<file path="src/csio_pkg.sv">
// Package: register map, field positions, reset values and mode codes
package csio_pkg;
  // Avalon word addresses (byte offset = 4 * index)
  localparam logic [2:0] ADDR_MODE    = 3'h0; // serial_mode_reg
  localparam logic [2:0] ADDR_DIVIDER = 3'h1; // bit_rate_divider
  localparam logic [2:0] ADDR_TXBUF   = 3'h2; // transmit_buffer
  localparam logic [2:0] ADDR_CTRL0   = 3'h4; // serial_control_0
  localparam logic [2:0] ADDR_CTRL1   = 3'h5; // serial_control_1
  localparam logic [2:0] ADDR_RXBUF   = 3'h6; // receive_buffer (16 bit)
  // serial_mode_reg fields
  localparam int MODE_FIELD_LSB = 0;
  localparam int EXT_CLK_BIT    = 3;
  localparam logic [2:0] MODE_DISABLED = 3'h0;
  localparam logic [2:0] MODE_CLOCKSYNC = 3'h1;
  // serial_control_0 fields
  localparam int SRC_SEL_LSB  = 0;
  localparam int SHIFT_EMPTY_BIT = 3;
  localparam int OPEN_DRAIN_BIT = 5;
  localparam int POLARITY_BIT = 6;
  localparam int BIT_ORDER_BIT = 7;
  // serial_control_1 fields
  localparam int TX_EN_BIT      = 0;
  localparam int TX_EMPTY_BIT   = 1;
  localparam int RX_EN_BIT      = 2;
  localparam int RX_DONE_BIT    = 3;
  localparam int IRQ_SRC_BIT    = 4;
  localparam int CONT_RX_BIT    = 5;
  localparam int OVERRUN_BIT    = 12;
  // Reset values
  localparam logic [7:0] MODE_RESET  = 8'h00;
  localparam logic [7:0] CTRL0_RESET = 8'h00;
  localparam logic [7:0] CTRL1_RESET = 8'h02;
  localparam logic [7:0] DIV_RESET   = 8'h00;
  // Count source prescale ratios, frame and overrun bit counts
  localparam int PRE_F8  = 8;
  localparam int PRE_F32 = 32;
  localparam int PRE_FC  = 4;
  localparam int FRAME_BITS = 8;
  localparam int OVERRUN_BIT_COUNT = 7;
endpackage : csio_pkg

</file>
<file path="src/csio_rate_gen.sv">
// Count source prescaler and bit-rate divider producing half-period ticks
`timescale 1ns/1ps
`default_nettype none
module csio_rate_gen
  import csio_pkg::*;
(
  input  wire logic       clk,
  input  wire logic       rst,
  input  wire logic       run,
  input  wire logic [1:0] source_sel,
  input  wire logic [7:0] divider,
  output logic            half_tick
);
  logic [4:0] pre_cnt;
  logic [4:0] next_pre_cnt;
  logic [7:0] div_cnt;
  logic [7:0] next_div_cnt;
  logic       src_en;
  logic       next_half_tick;

  // Prescaler: f1, f8, f32 or fC (fC modelled as a fixed divide)
  always_comb begin
    logic [4:0] last;
    last = 5'h0;
    unique case (source_sel)
      2'b00: last = 5'h0;
      2'b01: last = 5'(PRE_F8 - 1);
      2'b10: last = 5'(PRE_F32 - 1);
      2'b11: last = 5'(PRE_FC - 1);
    endcase
    src_en = run && (pre_cnt == last);
    next_pre_cnt = (!run || src_en) ? 5'h0 : pre_cnt + 5'h1;
    // Divide by n+1 per half period gives fi/(2(n+1))
    next_div_cnt = div_cnt;
    next_half_tick = 1'b0;
    if (!run) begin
      next_div_cnt = 8'h00;
    end else if (src_en) begin
      if (div_cnt == divider) begin
        next_div_cnt = 8'h00;
        next_half_tick = 1'b1;
      end else begin
        next_div_cnt = div_cnt + 8'h01;
      end
    end
  end

  // Register the counters
  always_ff @(posedge clk) begin
    if (rst) begin
      pre_cnt <= 5'h0;
      div_cnt <= 8'h00;
      half_tick <= 1'b0;
    end else begin
      pre_cnt <= next_pre_cnt;
      div_cnt <= next_div_cnt;
      half_tick <= next_half_tick;
    end
  end
endmodule : csio_rate_gen
`default_nettype wire

</file>
<file path="src/csio_sync.sv">
// Two-flop synchroniser for pin inputs
`timescale 1ns/1ps
`default_nettype none
module csio_sync (
  input  wire logic clk,
  input  wire logic rst,
  input  wire logic async_in,
  input  wire logic reset_level,
  output logic      sync_out
);
  logic meta;
  // Only the second stage is read by logic; reset to high keeps idle lines quiet
  always_ff @(posedge clk) begin
    if (rst) begin
      meta <= reset_level;
      sync_out <= reset_level;
    end else begin
      meta <= async_in;
      sync_out <= meta;
    end
  end
endmodule : csio_sync
`default_nettype wire

</file>
<file path="src/csio_core.sv">
// Clock-synchronous serial unit: Avalon registers, shifter and clock logic
//
// Functional notes
// - Frames are exactly eight data bits
// - Internal clock is fi divided by 2(n+1)
// - External clock pin drives shifting when selected
// - Transmit starts on enable and buffer full
// - Receive also needs transmit enable and data
// - Transmit event on load or on completion
// - Receive event when frame enters buffer
// - Overrun when seventh bit of unread frame
// - Overrun leaves data undefined, event untouched
// - Polarity swaps output and sample edges
// - Bit order selects LSB or MSB first
// - Mode field 001b selects this operation
// - Output idles high, or released if open-drain
// - Continuous receive: buffer read refills transmit flag
// - Transmit recovery honours enable rewrite
// - Reading receive upper byte clears complete
// - Errors clear on mode off or receive off
// - Shift-empty flag reads one when idle
// - Two-bit select picks f1, f8, f32, fC
//
// The placing of the registers and the Avalon-MM register port are this design's own decisions.
`timescale 1ns/1ps
`default_nettype none
module csio_core
  import csio_pkg::*;
(
  input  wire logic        clk,
  input  wire logic        rst,
  input  wire logic [2:0]  avs_address,
  input  wire logic        avs_read,
  input  wire logic        avs_write,
  input  wire logic [31:0] avs_writedata,
  input  wire logic [3:0]  avs_byteenable,
  output logic [31:0]      avs_readdata,
  output logic             avs_waitrequest,
  input  wire logic        serial_data_in_pin,
  output logic             serial_data_out_o,
  output logic             serial_data_out_oe,
  input  wire logic        clock_pin_i,
  output logic             clock_pin_o,
  output logic             clock_pin_oe,
  output logic             tx_irq_pulse,
  output logic             rx_irq_pulse
);
  typedef enum logic [1:0] {IDLE, SHIFT, FINISH} state_e;

  // Registers
  logic [7:0] serial_mode_reg, bit_rate_divider, transmit_buffer;
  logic [7:0] serial_control_0, serial_control_1, receive_buffer;
  logic       overrun_flag;
  logic       ack;
  state_e     state;
  logic [7:0] tx_shift, rx_shift;
  logic [3:0] bit_cnt;
  logic       clk_level, data_out;
  logic       ext_prev;
  // Next values
  logic [7:0] next_mode, next_div, next_txbuf, next_ctrl0, next_ctrl1, next_rxbuf;
  logic       next_overrun, next_ack;
  state_e     next_state;
  logic [7:0] next_tx_shift, next_rx_shift;
  logic [3:0] next_bit_cnt;
  logic       next_clk_level, next_data_out, next_ext_prev;
  logic       next_tx_irq, next_rx_irq;

  logic rx_sync, ext_sync, half_tick;
  logic mode_on, ext_clk, polarity, msb_first, idle_level;
  logic tx_en, tx_empty, rx_en, rx_done, cont_rx;
  logic wr_hit, rd_hit;

  // Pin inputs pass two flops before use
  csio_sync u_rx_sync (
    .clk         (clk),
    .rst         (rst),
    .async_in    (serial_data_in_pin),
    .reset_level (1'b1),
    .sync_out    (rx_sync)
  );
  csio_sync u_ck_sync (
    .clk         (clk),
    .rst         (rst),
    .async_in    (clock_pin_i),
    .reset_level (1'b1),
    .sync_out    (ext_sync)
  );

  // Divider runs only while a frame shifts on the internal clock
  csio_rate_gen u_rate (
    .clk        (clk),
    .rst        (rst),
    .run        (state == SHIFT && !ext_clk),
    .source_sel (serial_control_0[SRC_SEL_LSB +: 2]),
    .divider    (bit_rate_divider),
    .half_tick  (half_tick)
  );

  // Field decode
  assign mode_on   = serial_mode_reg[MODE_FIELD_LSB +: 3] == MODE_CLOCKSYNC;
  assign ext_clk   = serial_mode_reg[EXT_CLK_BIT];
  assign polarity  = serial_control_0[POLARITY_BIT];
  assign msb_first = serial_control_0[BIT_ORDER_BIT];
  assign idle_level = ~polarity;   // Idle high for polarity 0, low for 1
  assign tx_en     = serial_control_1[TX_EN_BIT];
  assign tx_empty  = serial_control_1[TX_EMPTY_BIT];
  assign rx_en     = serial_control_1[RX_EN_BIT];
  assign rx_done   = serial_control_1[RX_DONE_BIT];
  assign cont_rx   = serial_control_1[CONT_RX_BIT];
  // One wait cycle: writes land on the edge where waitrequest is low; reads
  // load their data one edge early so it already stands at that edge
  assign wr_hit = avs_write && ack;
  assign rd_hit = avs_read && !ack;
  assign avs_waitrequest = (avs_read || avs_write) && !ack;

  // Pin drive: clock only when internal, data idles high or released
  assign clock_pin_o  = clk_level;
  assign clock_pin_oe = mode_on && !ext_clk;
  assign serial_data_out_o  = data_out;
  assign serial_data_out_oe = mode_on && !(serial_control_0[OPEN_DRAIN_BIT] && data_out);

  // Register file, shifter and flags in one next-state block
  always_comb begin
    logic lead, trail, sample_bit, edge_seen, ck_now;
    next_mode = serial_mode_reg;
    next_div = bit_rate_divider;
    next_txbuf = transmit_buffer;
    next_ctrl0 = serial_control_0;
    next_ctrl1 = serial_control_1;
    next_rxbuf = receive_buffer;
    next_overrun = overrun_flag;
    next_ack = (avs_read || avs_write) && !ack;
    next_state = state;
    next_tx_shift = tx_shift;
    next_rx_shift = rx_shift;
    next_bit_cnt = bit_cnt;
    next_clk_level = clk_level;
    next_data_out = data_out;
    next_ext_prev = ext_sync;
    next_tx_irq = 1'b0;
    next_rx_irq = 1'b0;
    lead = 1'b0;
    trail = 1'b0;
    edge_seen = 1'b0;
    ck_now = 1'b0;
    sample_bit = rx_sync;
    // Edge source: external pin or internal toggle
    if (ext_clk) begin
      edge_seen = ext_sync != ext_prev;
      ck_now = ext_sync;
    end else begin
      edge_seen = half_tick;
      ck_now = ~clk_level;
      if (half_tick) begin
        next_clk_level = ~clk_level;
      end
    end
    // Leading edge moves away from idle: output; trailing returns: sample
    if (state == SHIFT && edge_seen) begin
      lead = (ck_now != idle_level);
      trail = (ck_now == idle_level);
    end

    // Bus writes
    if (wr_hit && avs_byteenable[0]) begin
      unique case (avs_address)
        ADDR_MODE: begin
          next_mode = avs_writedata[7:0];
        end
        ADDR_DIVIDER: begin
          next_div = avs_writedata[7:0];
        end
        ADDR_TXBUF: begin
          next_txbuf = avs_writedata[7:0];
          next_ctrl1[TX_EMPTY_BIT] = 1'b0;
        end
        ADDR_CTRL0: begin
          next_ctrl0[7:5] = avs_writedata[7:5];
          next_ctrl0[1:0] = avs_writedata[1:0];
        end
        ADDR_CTRL1: begin
          next_ctrl1[TX_EN_BIT] = avs_writedata[TX_EN_BIT];
          next_ctrl1[RX_EN_BIT] = avs_writedata[RX_EN_BIT];
          next_ctrl1[IRQ_SRC_BIT] = avs_writedata[IRQ_SRC_BIT];
          next_ctrl1[CONT_RX_BIT] = avs_writedata[CONT_RX_BIT];
        end
        default: begin
        end
      endcase
    end
    // Reading upper byte clears complete; continuous mode refills
    if (rd_hit && avs_address == ADDR_RXBUF && avs_byteenable[1]) begin
      next_ctrl1[RX_DONE_BIT] = 1'b0;
      if (cont_rx) begin
        next_ctrl1[TX_EMPTY_BIT] = 1'b0;
      end
    end

    // Frame engine
    unique case (state)
      IDLE: begin
        next_clk_level = idle_level;   // No pulses between frames
        next_data_out = 1'b1;          // Idle high until transfer
        if (mode_on && tx_en && !tx_empty) begin
          next_tx_shift = transmit_buffer;
          next_ctrl1[TX_EMPTY_BIT] = 1'b1;
          next_bit_cnt = 4'h0;
          next_state = SHIFT;
          next_tx_irq = !serial_control_1[IRQ_SRC_BIT];
        end
      end
      SHIFT: begin
        if (lead) begin
          next_data_out = msb_first ? tx_shift[7] : tx_shift[0];
          next_tx_shift = msb_first ? {tx_shift[6:0], 1'b0} : {1'b0, tx_shift[7:1]};
        end
        if (trail) begin
          next_rx_shift = msb_first ? {rx_shift[6:0], sample_bit}
                                    : {sample_bit, rx_shift[7:1]};
          next_bit_cnt = bit_cnt + 4'h1;
          // Seventh bit of a frame while the buffer is unread
          if (rx_en && rx_done && bit_cnt == 4'(OVERRUN_BIT_COUNT - 1)) begin
            next_overrun = 1'b1;
          end
          if (bit_cnt == 4'(FRAME_BITS - 1)) begin
            next_state = FINISH;
          end
        end
      end
      FINISH: begin
        next_state = IDLE;
        next_data_out = 1'b1;
        next_tx_irq = serial_control_1[IRQ_SRC_BIT];
        if (rx_en) begin
          // Buffer overwritten; an overrun frame leaves the event alone
          next_rxbuf = rx_shift;
          next_ctrl1[RX_DONE_BIT] = 1'b1;
          next_rx_irq = !(overrun_flag && rx_done);
        end
      end
    endcase

    // Mode off clears errors and aborts; receive off only clears errors
    if (!mode_on) begin
      next_state = IDLE;
      next_ctrl1[TX_EMPTY_BIT] = 1'b1;
      next_overrun = 1'b0;
    end
    if (!next_ctrl1[RX_EN_BIT]) begin
      next_overrun = 1'b0;
    end
  end

  // Shift-empty status reflects engine state
  logic [7:0] ctrl0_view;
  assign ctrl0_view = {serial_control_0[7:5], 1'b0, (state == IDLE), 1'b0,
                       serial_control_0[1:0]};

  // Read data is captured in the wait cycle so it stands at the accepting edge
  logic [31:0] next_readdata;
  always_comb begin
    next_readdata = avs_readdata;
    if (rd_hit) begin
      unique case (avs_address)
        ADDR_MODE:    next_readdata = {24'h00_0000, serial_mode_reg};
        ADDR_DIVIDER: next_readdata = {24'h00_0000, bit_rate_divider};
        ADDR_TXBUF:   next_readdata = {24'h00_0000, transmit_buffer};
        ADDR_CTRL0:   next_readdata = {24'h00_0000, ctrl0_view};
        ADDR_CTRL1:   next_readdata = {24'h00_0000, serial_control_1};
        ADDR_RXBUF:   next_readdata = {19'h0_0000, overrun_flag, 4'h0, receive_buffer};
        default:      next_readdata = 32'h0000_0000;
      endcase
    end
  end

  // Register all state
  always_ff @(posedge clk) begin
    if (rst) begin
      serial_mode_reg <= MODE_RESET;
      bit_rate_divider <= DIV_RESET;
      transmit_buffer <= 8'h00;
      serial_control_0 <= CTRL0_RESET;
      serial_control_1 <= CTRL1_RESET;
      receive_buffer <= 8'h00;
      overrun_flag <= 1'b0;
      ack <= 1'b0;
      state <= IDLE;
      tx_shift <= 8'h00;
      rx_shift <= 8'h00;
      bit_cnt <= 4'h0;
      clk_level <= 1'b1;
      data_out <= 1'b1;
      ext_prev <= 1'b1;
      tx_irq_pulse <= 1'b0;
      rx_irq_pulse <= 1'b0;
      avs_readdata <= 32'h0000_0000;
    end else begin
      serial_mode_reg <= next_mode;
      bit_rate_divider <= next_div;
      transmit_buffer <= next_txbuf;
      serial_control_0 <= next_ctrl0;
      serial_control_1 <= next_ctrl1;
      receive_buffer <= next_rxbuf;
      overrun_flag <= next_overrun;
      ack <= next_ack;
      state <= next_state;
      tx_shift <= next_tx_shift;
      rx_shift <= next_rx_shift;
      bit_cnt <= next_bit_cnt;
      clk_level <= next_clk_level;
      data_out <= next_data_out;
      ext_prev <= next_ext_prev;
      tx_irq_pulse <= next_tx_irq;
      rx_irq_pulse <= next_rx_irq;
      avs_readdata <= next_readdata;
    end
  end
endmodule : csio_core
`default_nettype wire

</file>
<file path="config.mk">
export PLATFORM = sky130hd
export DESIGN_NAME = csio_core
export DESIGN_NICKNAME = d
export VERILOG_FILES = /design/src/csio_pkg.sv /design/src/csio_rate_gen.sv /design/src/csio_sync.sv /design/src/csio_core.sv
export SDC_FILE = /design/constraint.sdc
export NUM_CORES = 1
export LEC_CHECK = 0
export ABC_AREA = 1
export BUFFER_PORTS_ARGS = -buffer_cell sky130_fd_sc_hd__buf_2
export CORE_ASPECT_RATIO = 0.5
export CORE_MARGIN = 5
export CORE_UTILIZATION = 37
export CTS_CLUSTER_DIAMETER = 30
export CTS_CLUSTER_SIZE = 40
export DETAILED_ROUTE_END_ITERATION = 7
export GPL_ROUTABILITY_DRIVEN = 0
export HOLD_SLACK_MARGIN = 0.08
export SLEW_MARGIN = 30
export SYNTH_ARGS = -nofsm -noshare
export SYNTH_HDL_FRONTEND = slang
export SYNTH_HIERARCHICAL = 1
export SYNTH_SLANG_ARGS = --single-unit
export TNS_END_PERCENT = 30
</file>
<file path="constraint.sdc">
create_clock -name clk -period 2.5 [get_ports clk]
set_clock_uncertainty 0.15 [all_clocks]
set_input_delay 0.375 -clock clk [delete_from_list [all_inputs] [get_ports clk]]
set_output_delay 0.375 -clock clk [all_outputs]
set_load 0.05 [all_outputs]
</file>
==> results of run 1 <==
==> final timing paths <==
kind	from	slack (ns)	endpoint	cells after the start
setup / recovery	serial_mode_reg[0]	0.25	serial_data_out_oe	5
hold / removal	avs_write	0.17	ack	3
setup reg to reg	serial_mode_reg[0]	0.51	tx_shift[7]	7
hold reg to reg	u_ck_sync/meta	0.27	u_ck_sync/sync_out	2
==> layout make-up <==
type | instances | area, sq um
Fill cell | 1385 | 7770
Clock buffer | 9 | 225
Timing Repair Buffer | 42 | 235
Tap cell | 176 | 220
Sequential cell | 99 | 1980
Inverter | 96 | 362
Multi-Input combinational cell | 526 | 2510
Clock inverter | 6 | 138
==> per-layer routing <==
metal | GRT usage | part of all wire | vias to the layer above
met2 | 0.254 | 0.43 | 104
met4 | 0.0379 | 0.014 | 0
met3 | 0.0330 | 0.049 | 13
li1 | - | - | 2383
met5 | 0 | 0 | -
met1 | 0.221 | 0.50 | 2088
==> stage by stage <==
step,hold slack [ns],worst slack (ns),util,power [mW]
global route,0.171,0.131,0.422,3.67
detailed placement,0.266,0.509,0.394,1.87
finish,0.173,0.250,0.422,3.53
floorplan,0.246,0.535,-,1.84
global placement,0.260,0.523,0.394,1.87
CTS,0.160,0.192,0.422,3.56
==> cells by family (layout without fill, tap and decap cells) <==
family,Yosys count,count (layout)
AND/OR/NAND/NOR,331,331
AO/OA/AOI/OAI,152,152
buffers and inverters,137,153
flip-flops,99,99
adder cells (fa/ha/maj),10,10
XOR/XNOR,8,8
other,2,25
==> cell usage after synthesis <==
cell type / instances
a21oi_1: 67
a21oi_2: 1
a22oi_1: 6
buf_1: 1
buf_2: 1
buf_4: 23
buf_6: 2
clkbuf_1: 14
clkinv_1: 3
clkinv_2: 1
conb_1: 2
dfxtp_1: 99
ha_1: 10
inv_1: 76
inv_2: 16
nand2_1: 182
nand2_2: 8
nand3_1: 41
nand3_2: 4
nand3b_1: 1
nand4_1: 5
nor2_1: 74
nor2_2: 3
nor2_4: 3
nor3_1: 3
nor3_2: 2
nor3_4: 2
nor3b_1: 1
o21ai_0: 58
o21ai_1: 17
o21bai_1: 1
o22ai_1: 1
o31ai_1: 1
or2_1: 1
or2_2: 1
xnor2_1: 3
xor2_1: 5
==> report_power, final <==
part           leakage [nW]  switching [mW]  internal [mW]
clock network         0.176           0.607           1.08
logic                  1.47           0.197         0.0475
registers             0.800         0.00856           1.59
==> worst min-delay path: cells and delay by family <==
family	cells	cell delay, ns
AND/OR/NAND/NOR	1	0.08
buffers and inverters	1	0.10
AO/OA/AOI/OAI	1	0.06
==> impl_metrics.ini, run 1 <==
[synth]
synthTopCellsByArea = dfxtp_1 39%, nand2_1 14%, a21oi_1 6.7%
synthSimpleGateAreaFrac = 0.286
synth_top_area_share = 0.395
synth.avg_cell_area_sq_um = 6.80
synth_mux_area_frac = 0
yosys.area.top_type = dfxtp_1
synth-seq-area-share = 0.395
syn_area_sq_um = 5020
synth_adder_area_share = 0.0249
synth_cell_type_count = 37
yosys_warnings = 6
synthXorXnorAreaFrac = 0.0139
synth_top_family_by_area = simple AND/OR/NAND/NOR gates
synth_compound_area_frac = 0.156
synth-seq-cells = 99
syn_inst = 739

[timing]
fin_setup_tns_ns = 0
maxSlewViolCount = 0
hold_viol = 0
fmaxAchievable_mhz = 444
worst_slew_pin_slew_ns = 0.576
maxSlewHeadroom = 0.616
rsz0062_at_grt = false
fin_crit_sh = 0.900
setup_viol = 0
fin_crit_ns = 2.25

[setup_path]
critical_path.max_fanout = 3
critical_path_class = flop to output port
crit_arrival_ns = 1.73
start_kind = flop
crit_family = buffers and inverters
cp.required_ns = 1.98
path_common_cell = inv_1
cp_slowest_stage_delay_ns = 0.42
critPathCaptureType = output port
worst-path-buf-inv = 3
slowest_stage = nor3_1
crit_chain = inv_1 -> nor3_1 -> inv_1 -> a21oi_1 -> buf_2

[grt]
grt_pass1_vias = 4242
grt_usage = 0.159
antenna_found_initial = 0
grt_max_degree = 63
grt_pass1_wl_microns = 20900
gr-total-overflow = 0

[clocking]
cts_hold_buf = 2
cts_setup_buffers = 0
clk_latency_ns = 0.34
cts_max_level = 3
root_buffer = clkbuf_16
clkTransAtPathRegs_ns = 0.07
cts.repair.resized = 0
clk_path_buf_depth = 2
cts_tree = yes
cts_buffers = 9
clkSinkCount = 99

[route]
wl_per_cell_microns = 13.2
viasPerCell = 4.81
wirelength_microns = 12600
drt-initial-drc-count = 301
antenna_left = 0
vias = 4588
firstDrtPassIters = 5
drc = 0

[hold_path]
min_path_type = primary input to flop

[placed_design]
hpwl_microns = 9230
placed_cell_area_sq_um = 5290
port_buffers = 34
placed_cells = 937

[layout]
final_cell_mix = 182 x nand2_1, 99 x dfxtp_1, 76 x inv_1
fin_area_sq_um = 5670
area_delta_synth_final_pct = 12.9
largest_reg_flops = 9
largest-register = avs_readdata
antennaDiodeCount = 0
drive_gt1_frac = 0.123
final_common_cell = nand2_1
finalNetCount = 829
instances_no_fill = 954

[floorplanning]
fp-row-count = 30
core-area_sq_um = 13400
die_x_microns = 175
ioPinCount = 84
die_h_microns = 92.4
start_util = 0.374
dieArea_sq_um = 16100

[flow_run]
cap_violations = 0

[pwr]
leakage_nw = 2.45
vdd_ir_drop_max_uv = 263
power-per-cell-area_nw_per_um2 = 622

[status]
run_status = complete, no violations
No activity file was read; power rests on OpenSTA's default activity.
==> run 2: changes to the inputs <==
- SYNTH_HIERARCHICAL: 1 -> not set
==> run 2 against run 1 <==
Net effect:
- setup slack gained 0.17 ns
- non-clock buffer count decreased by 1
- final cell count is 3.7% lower
- first-iteration DRC count increased by 12%
- power is 11% lower
- critical path type unchanged
==> impl_metrics.ini, run 2 <==
[status]
run_status = complete, no violations

[pwr]
vdd_ir_drop_max_uv = 294
total_power_mw = 3.14
leakage_nw = 2.27
power-per-cell-area_nw_per_um2 = 574

[synth]
synthTopCellsByArea = dfxtp_1 40%, nand2_1 11%, a21oi_1 6.9%
synth_cell_type_count = 34
yosys_warnings = 0
ys.flop_type = dfxtp_1
synthTopCellsByCount = 149 x nand2_1, 99 x dfxtp_1, 79 x nor2_1
async_flop_share = 0
yosys.area.top_type = dfxtp_1
synth_edf_count = 0
syn_inst = 712
synth_top_area_share = 0.403
synth-seq-area-share = 0.403
syn_area_sq_um = 4910
synth-seq-cells = 99
synth.most_common_cell = nand2_1
synth.avg_cell_area_sq_um = 6.90

[clocking]
root_buffer = clkbuf_16
clk_latency_ns = 0.35
clkTransAtPathRegs_ns = 0.07
cts_tree = yes
clkSinkCount = 99
cts_max_level = 3
clk_path_buf_depth = 2
cts.repair.resized = 0
cts_buffers = 9

[timing]
fmaxAchievable_mhz = 480
maxSlewViolCount = 0
setup_viol = 0
hold_viol = 0
fin_setup_tns_ns = 0
maxSlewHeadroom = 0.646
fin_ws_ns = 0.415
fin_crit_ns = 2.08
rsz0062_at_grt = false
fin_crit_sh = 0.834
worst_slew_pin_slew_ns = 0.531

[floorplanning]
core-area_sq_um = 12800
die_h_microns = 91.5
fp-row-count = 29
ioPinCount = 84
die_x_microns = 173
start_util = 0.382
dieArea_sq_um = 15800

[setup_path]
slowest_stage = nor3_2
worst-path-buf-inv = 2
crit_arrival_ns = 1.56
crit_family = buffers and inverters
cp.required_ns = 1.98
critical_path_class = flop to output port
cp_slowest_stage_delay_ns = 0.35
critPathCaptureType = output port
crit_chain = nor3_2 -> inv_1 -> a21oi_1 -> buf_2
critical_path.max_fanout = 3
crit_start = serial_mode_reg[1]
start_kind = flop
reg2reg_from = serial_control_0[0]

[route]
firstDrtPassIters = 5
drt-initial-drc-count = 336
wirelength_microns = 12400
antenna_left = 0
viasPerCell = 4.85
wl_per_cell_microns = 13.5
vias = 4453
drc = 0

[layout]
final_cell_mix = 149 x nand2_1, 99 x dfxtp_1, 79 x nor2_1
antennaDiodeCount = 0
n_fill_cell = 1359
largest_reg_flops = 9
largest-register = avs_readdata
area_delta_synth_final_pct = 11.4
finalNetCount = 799
instances_no_fill = 919
multi_input_area_sq_um = 2420
fin_area_sq_um = 5470
seq_area_sq_um = 1980
final_common_cell = nand2_1
drive_gt1_frac = 0.109

[flow_run]
cap_violations = 0

[placed_design]
port_buffers = 34
placed_cells = 901
pre_cts_ws_ns = 0.472
placed_cell_area_sq_um = 5170
hpwl_microns = 9360

[grt]
gr-total-overflow = 0
grt_max_degree = 52
grt_pass1_wl_microns = 20100
grt_usage = 0.157
antenna_found_initial = 0
grt_pass1_vias = 3832

[hold_path]
min_from = rst
min_path_type = primary input to flop
==> run 2: changes by cell type in the layout (fill, tap and decap cells not counted), sizes merged, moves of 4 or more <==
cell / before / now
clkinvlp: 0 / 4
inv: 93 / 86
bufinv: 4 / 0
nand2: 190 / 156
o211ai: 0 / 4
==> run 2: routing by layer <==
layer | vias up | track usage | share of wire
li1 | 2315 | - | -
met1 | 2014 | 0.220 | 0.49
met2 | 108 | 0.246 | 0.44
met3 | 16 | 0.0357 | 0.057
met4 | 0 | 0.0438 | 0.014
met5 | - | 0 | 0
==> run 2: stage by stage <==
step	util	hold WS, ns
after CTS	0.426	0.168
after global routing	0.426	0.175
final	0.426	0.168
after floorplan	-	0.239
after detailed placement	0.402	0.249
after global placement	0.402	0.242
==> run 2: what timing repair did <==
action                                 4_1_cts  5_1_grt
hold buffers                                 2        0
endpoints found under the hold margin        2        0
setup buffers                                0        0
==> run 2: final timing paths <==
check                       end  slack (ns)  cells after the start
max          serial_data_out_oe        0.42                      4
min             avs_readdata[2]        0.17                      2
max reg2reg   u_rate.div_cnt[1]        0.47                      8
min reg2reg  u_ck_sync.sync_out        0.26                      1
==> run 2: worst register-to-register path, stage by stage, from the launching register on <==
cell and delay, ns:
dfxtp_1 0.35, inv_1 0.08, ha_1 0.31, xnor2_1 0.14, nand3_1 0.17, nor3_4 0.36, nand2_2 0.14, nand2_1 0.16
nor2_1 0.07
==> run 2: cell type report <==
| cell class | instances | area share |
|---|---|---|
| multi-input cells | 505 | 0.443 |
| clock inverters | 5 | 0.00709 |
| inverters | 88 | 0.0604 |
| well taps | 170 | 0.0389 |
| flip-flops and latches | 99 | 0.362 |
| repair buffers | 41 | 0.0439 |
| clock buffers | 11 | 0.0444 |
==> run 2: power by group <==
| part | internal (mW) | switching [mW] | leakage [nW] |
|---|---|---|---|
| Clock | 0.704 | 0.622 | 0.124 |
| Combinational | 0.0436 | 0.175 | 1.35 |
| Sequential | 1.59 | 0.00698 | 0.799 |
| Total | 2.33 | 0.804 | 2.27 |
==> run 2: cells by family after synthesis <==
kind of cell / after synthesis / synth area share
compound gates: 159 / 0.169
flops: 99 / 0.403
buf+inv: 130 / 0.120
simple gates: 303 / 0.263
xor+xnor: 10 / 0.0178
fa+ha+maj: 10 / 0.0255
other cells: 1 / 0.000763
==> run 3: changes to the inputs <==
- clock period: 2.5 -> 2 ns (I/O delays scaled with it)
==> run 3 against run 2 <==
Net effect:
- sequential power increased by 25%
- global-route usage increased by 0.15 points
- register-to-register slack got worse by 0.35 ns
- design area increased by 2.1%
- combinational power increased by 27%
- utilization increased by 0.92 points
- critical path depth unchanged
- sequential share of layout area decreased by 0.76 points
- hold slack got worse by 0.067 ns
- setup slack got worse by 0.34 ns
- critical endpoint is now clock_pin_oe
- die area unchanged
==> impl_metrics.ini, run 3 (synthesis gave the netlist of run 2 again) <==
[route]
wl_per_cell_microns = 13.5
wirelength_microns = 12500
antenna_left = 0
drc = 0
drt-initial-drc-count = 337
firstDrtPassIters = 6
vias = 4488
viasPerCell = 4.84

[setup_path]
critical_path.max_fanout = 3
crit_start = serial_mode_reg[1]
crit_arrival_ns = 1.47
cp.required_ns = 1.55
rr_endpoint = u_rate.div_cnt[2]
critPathCaptureType = output port
rr_worst_depth = 10
reg2reg_from = serial_control_0[0]
critical_path_class = flop to output port
rrSetupSlack_ns = 0.12
start_kind = flop

[placed_design]
placed_cells = 909
pre_cts_ws_ns = 0.128
hpwl_microns = 9390
port_buffers = 34

[grt]
grt_pass1_vias = 4025
antenna_found_initial = 0
grt_max_degree = 62
grt_pass1_wl_microns = 20400
gr-total-overflow = 0
grt_usage = 0.159

[floorplanning]
ioPinCount = 84
die_h_microns = 91.5
start_util = 0.382
dieArea_sq_um = 15800
fp-row-count = 29
core-area_sq_um = 12800
die_x_microns = 173

[timing]
hold_viol = 0
maxSlewViolCount = 0
rsz0062_at_grt = true
setup_viol = 0
fin_ws_ns = 0.0751
fin_crit_ns = 1.92
fmaxAchievable_mhz = 520
fin_crit_sh = 0.962

[layout]
antennaDiodeCount = 0
area_delta_synth_final_pct = 13.8
finalNetCount = 807
final_cell_mix = 148 x nand2_1, 99 x dfxtp_1, 79 x nor2_1
largest_reg_flops = 9
drive_gt1_frac = 0.122
largest-register = avs_readdata
fin_util = 0.435
n_fill_cell = 1313
instances_no_fill = 927
final_common_cell = nand2_1

[clocking]
cts_buffers = 9
cts_tree = yes
cts_setup_buffers = 0
clkTransAtPathRegs_ns = 0.07
root_buffer = clkbuf_16
clk_path_buf_depth = 2
clk_latency_ns = 0.35
clkSinkCount = 99
cts_max_level = 3

[pwr]
total_power_mw = 4.16
vdd_ir_drop_max_uv = 361
leakage_nw = 2.34
power-per-cell-area_nw_per_um2 = 745

[hold_path]
whs_endpoint = ack
min_from = avs_read
min_path_type = primary input to flop
hold_depth = 3

[status]
run_status = complete, no violations

[flow_run]
cap_violations = 0
-- run 3: cell types whose count changed in the layout (fill, tap and decap cells not counted), sizes merged --
cell	change
clkbuf	-1
clkinv	+1
buf	+8
clkinvlp	-2
bufinv	+2
-- run 3: routing by layer --
layer / track usage / vias to the layer above / wire length (microns)
met5: 0 / - / 0
met4: 0.0504 / 0 / 203
met3: 0.0357 / 15 / 747
met2: 0.259 / 106 / 5590
met1: 0.212 / 2038 / 5970
li1: - / 2329 / -
-- run 3: stage by stage --
step           hold WS (ns)  cell area (sq um)  setup TNS [ns]
5_1_grt               0.121               5590         -0.0654
6_report              0.100               5590               0
2_1_floorplan         0.239               4990               0
4_1_cts              0.0945               5580               0
3_3_place_gp          0.242               5230               0
3_5_place_dp          0.248               5230               0
-- run 3: power by group --
part	internal [mW]	switching, mW
registers	1.98	0.00877
clock network	1.13	0.763
logic	0.0572	0.219
-- run 3: timing repair --
item / CTS / global route
resized for setup: 1 / 2
hold endpoints to repair: 2 / 0
hold buffers: 2 / 0
endpoints found under the setup margin: 1 / 5
-- run 3: layout make-up --
type,count,area (sq um),area share
tap,170,213,0.0381
multi-input combinational,505,2430,0.435
inverter,88,330,0.0591
sequential,99,1980,0.355
clock buffer,10,239,0.0428
timing repair buffer,49,303,0.0542
clock inverter,6,88.8,0.0159
-- run 3: how the worst max path moves through the flow --
| stage | slack, ns | cells past startpoint | end |
|---|---|---|---|
| after floorplan | 0.18 | 3 | serial_data_out_oe |
| after global placement | 0.15 | 9 | u_rate.div_cnt[2] |
| after detailed placement | 0.13 | 10 | u_rate.div_cnt[2] |
| after CTS | 0.003 | 4 | clock_pin_oe |
| after global routing | -0.03 | 9 | u_rate.div_cnt[5] |
| final | 0.08 | 4 | clock_pin_oe |
-- run 3: critical path, stage by stage, from the launching register on --
cell	delay (ns)
dfxtp_1	0.34
nor3_4	0.28
inv_1	0.11
nor2_1	0.11
buf_2	0.27
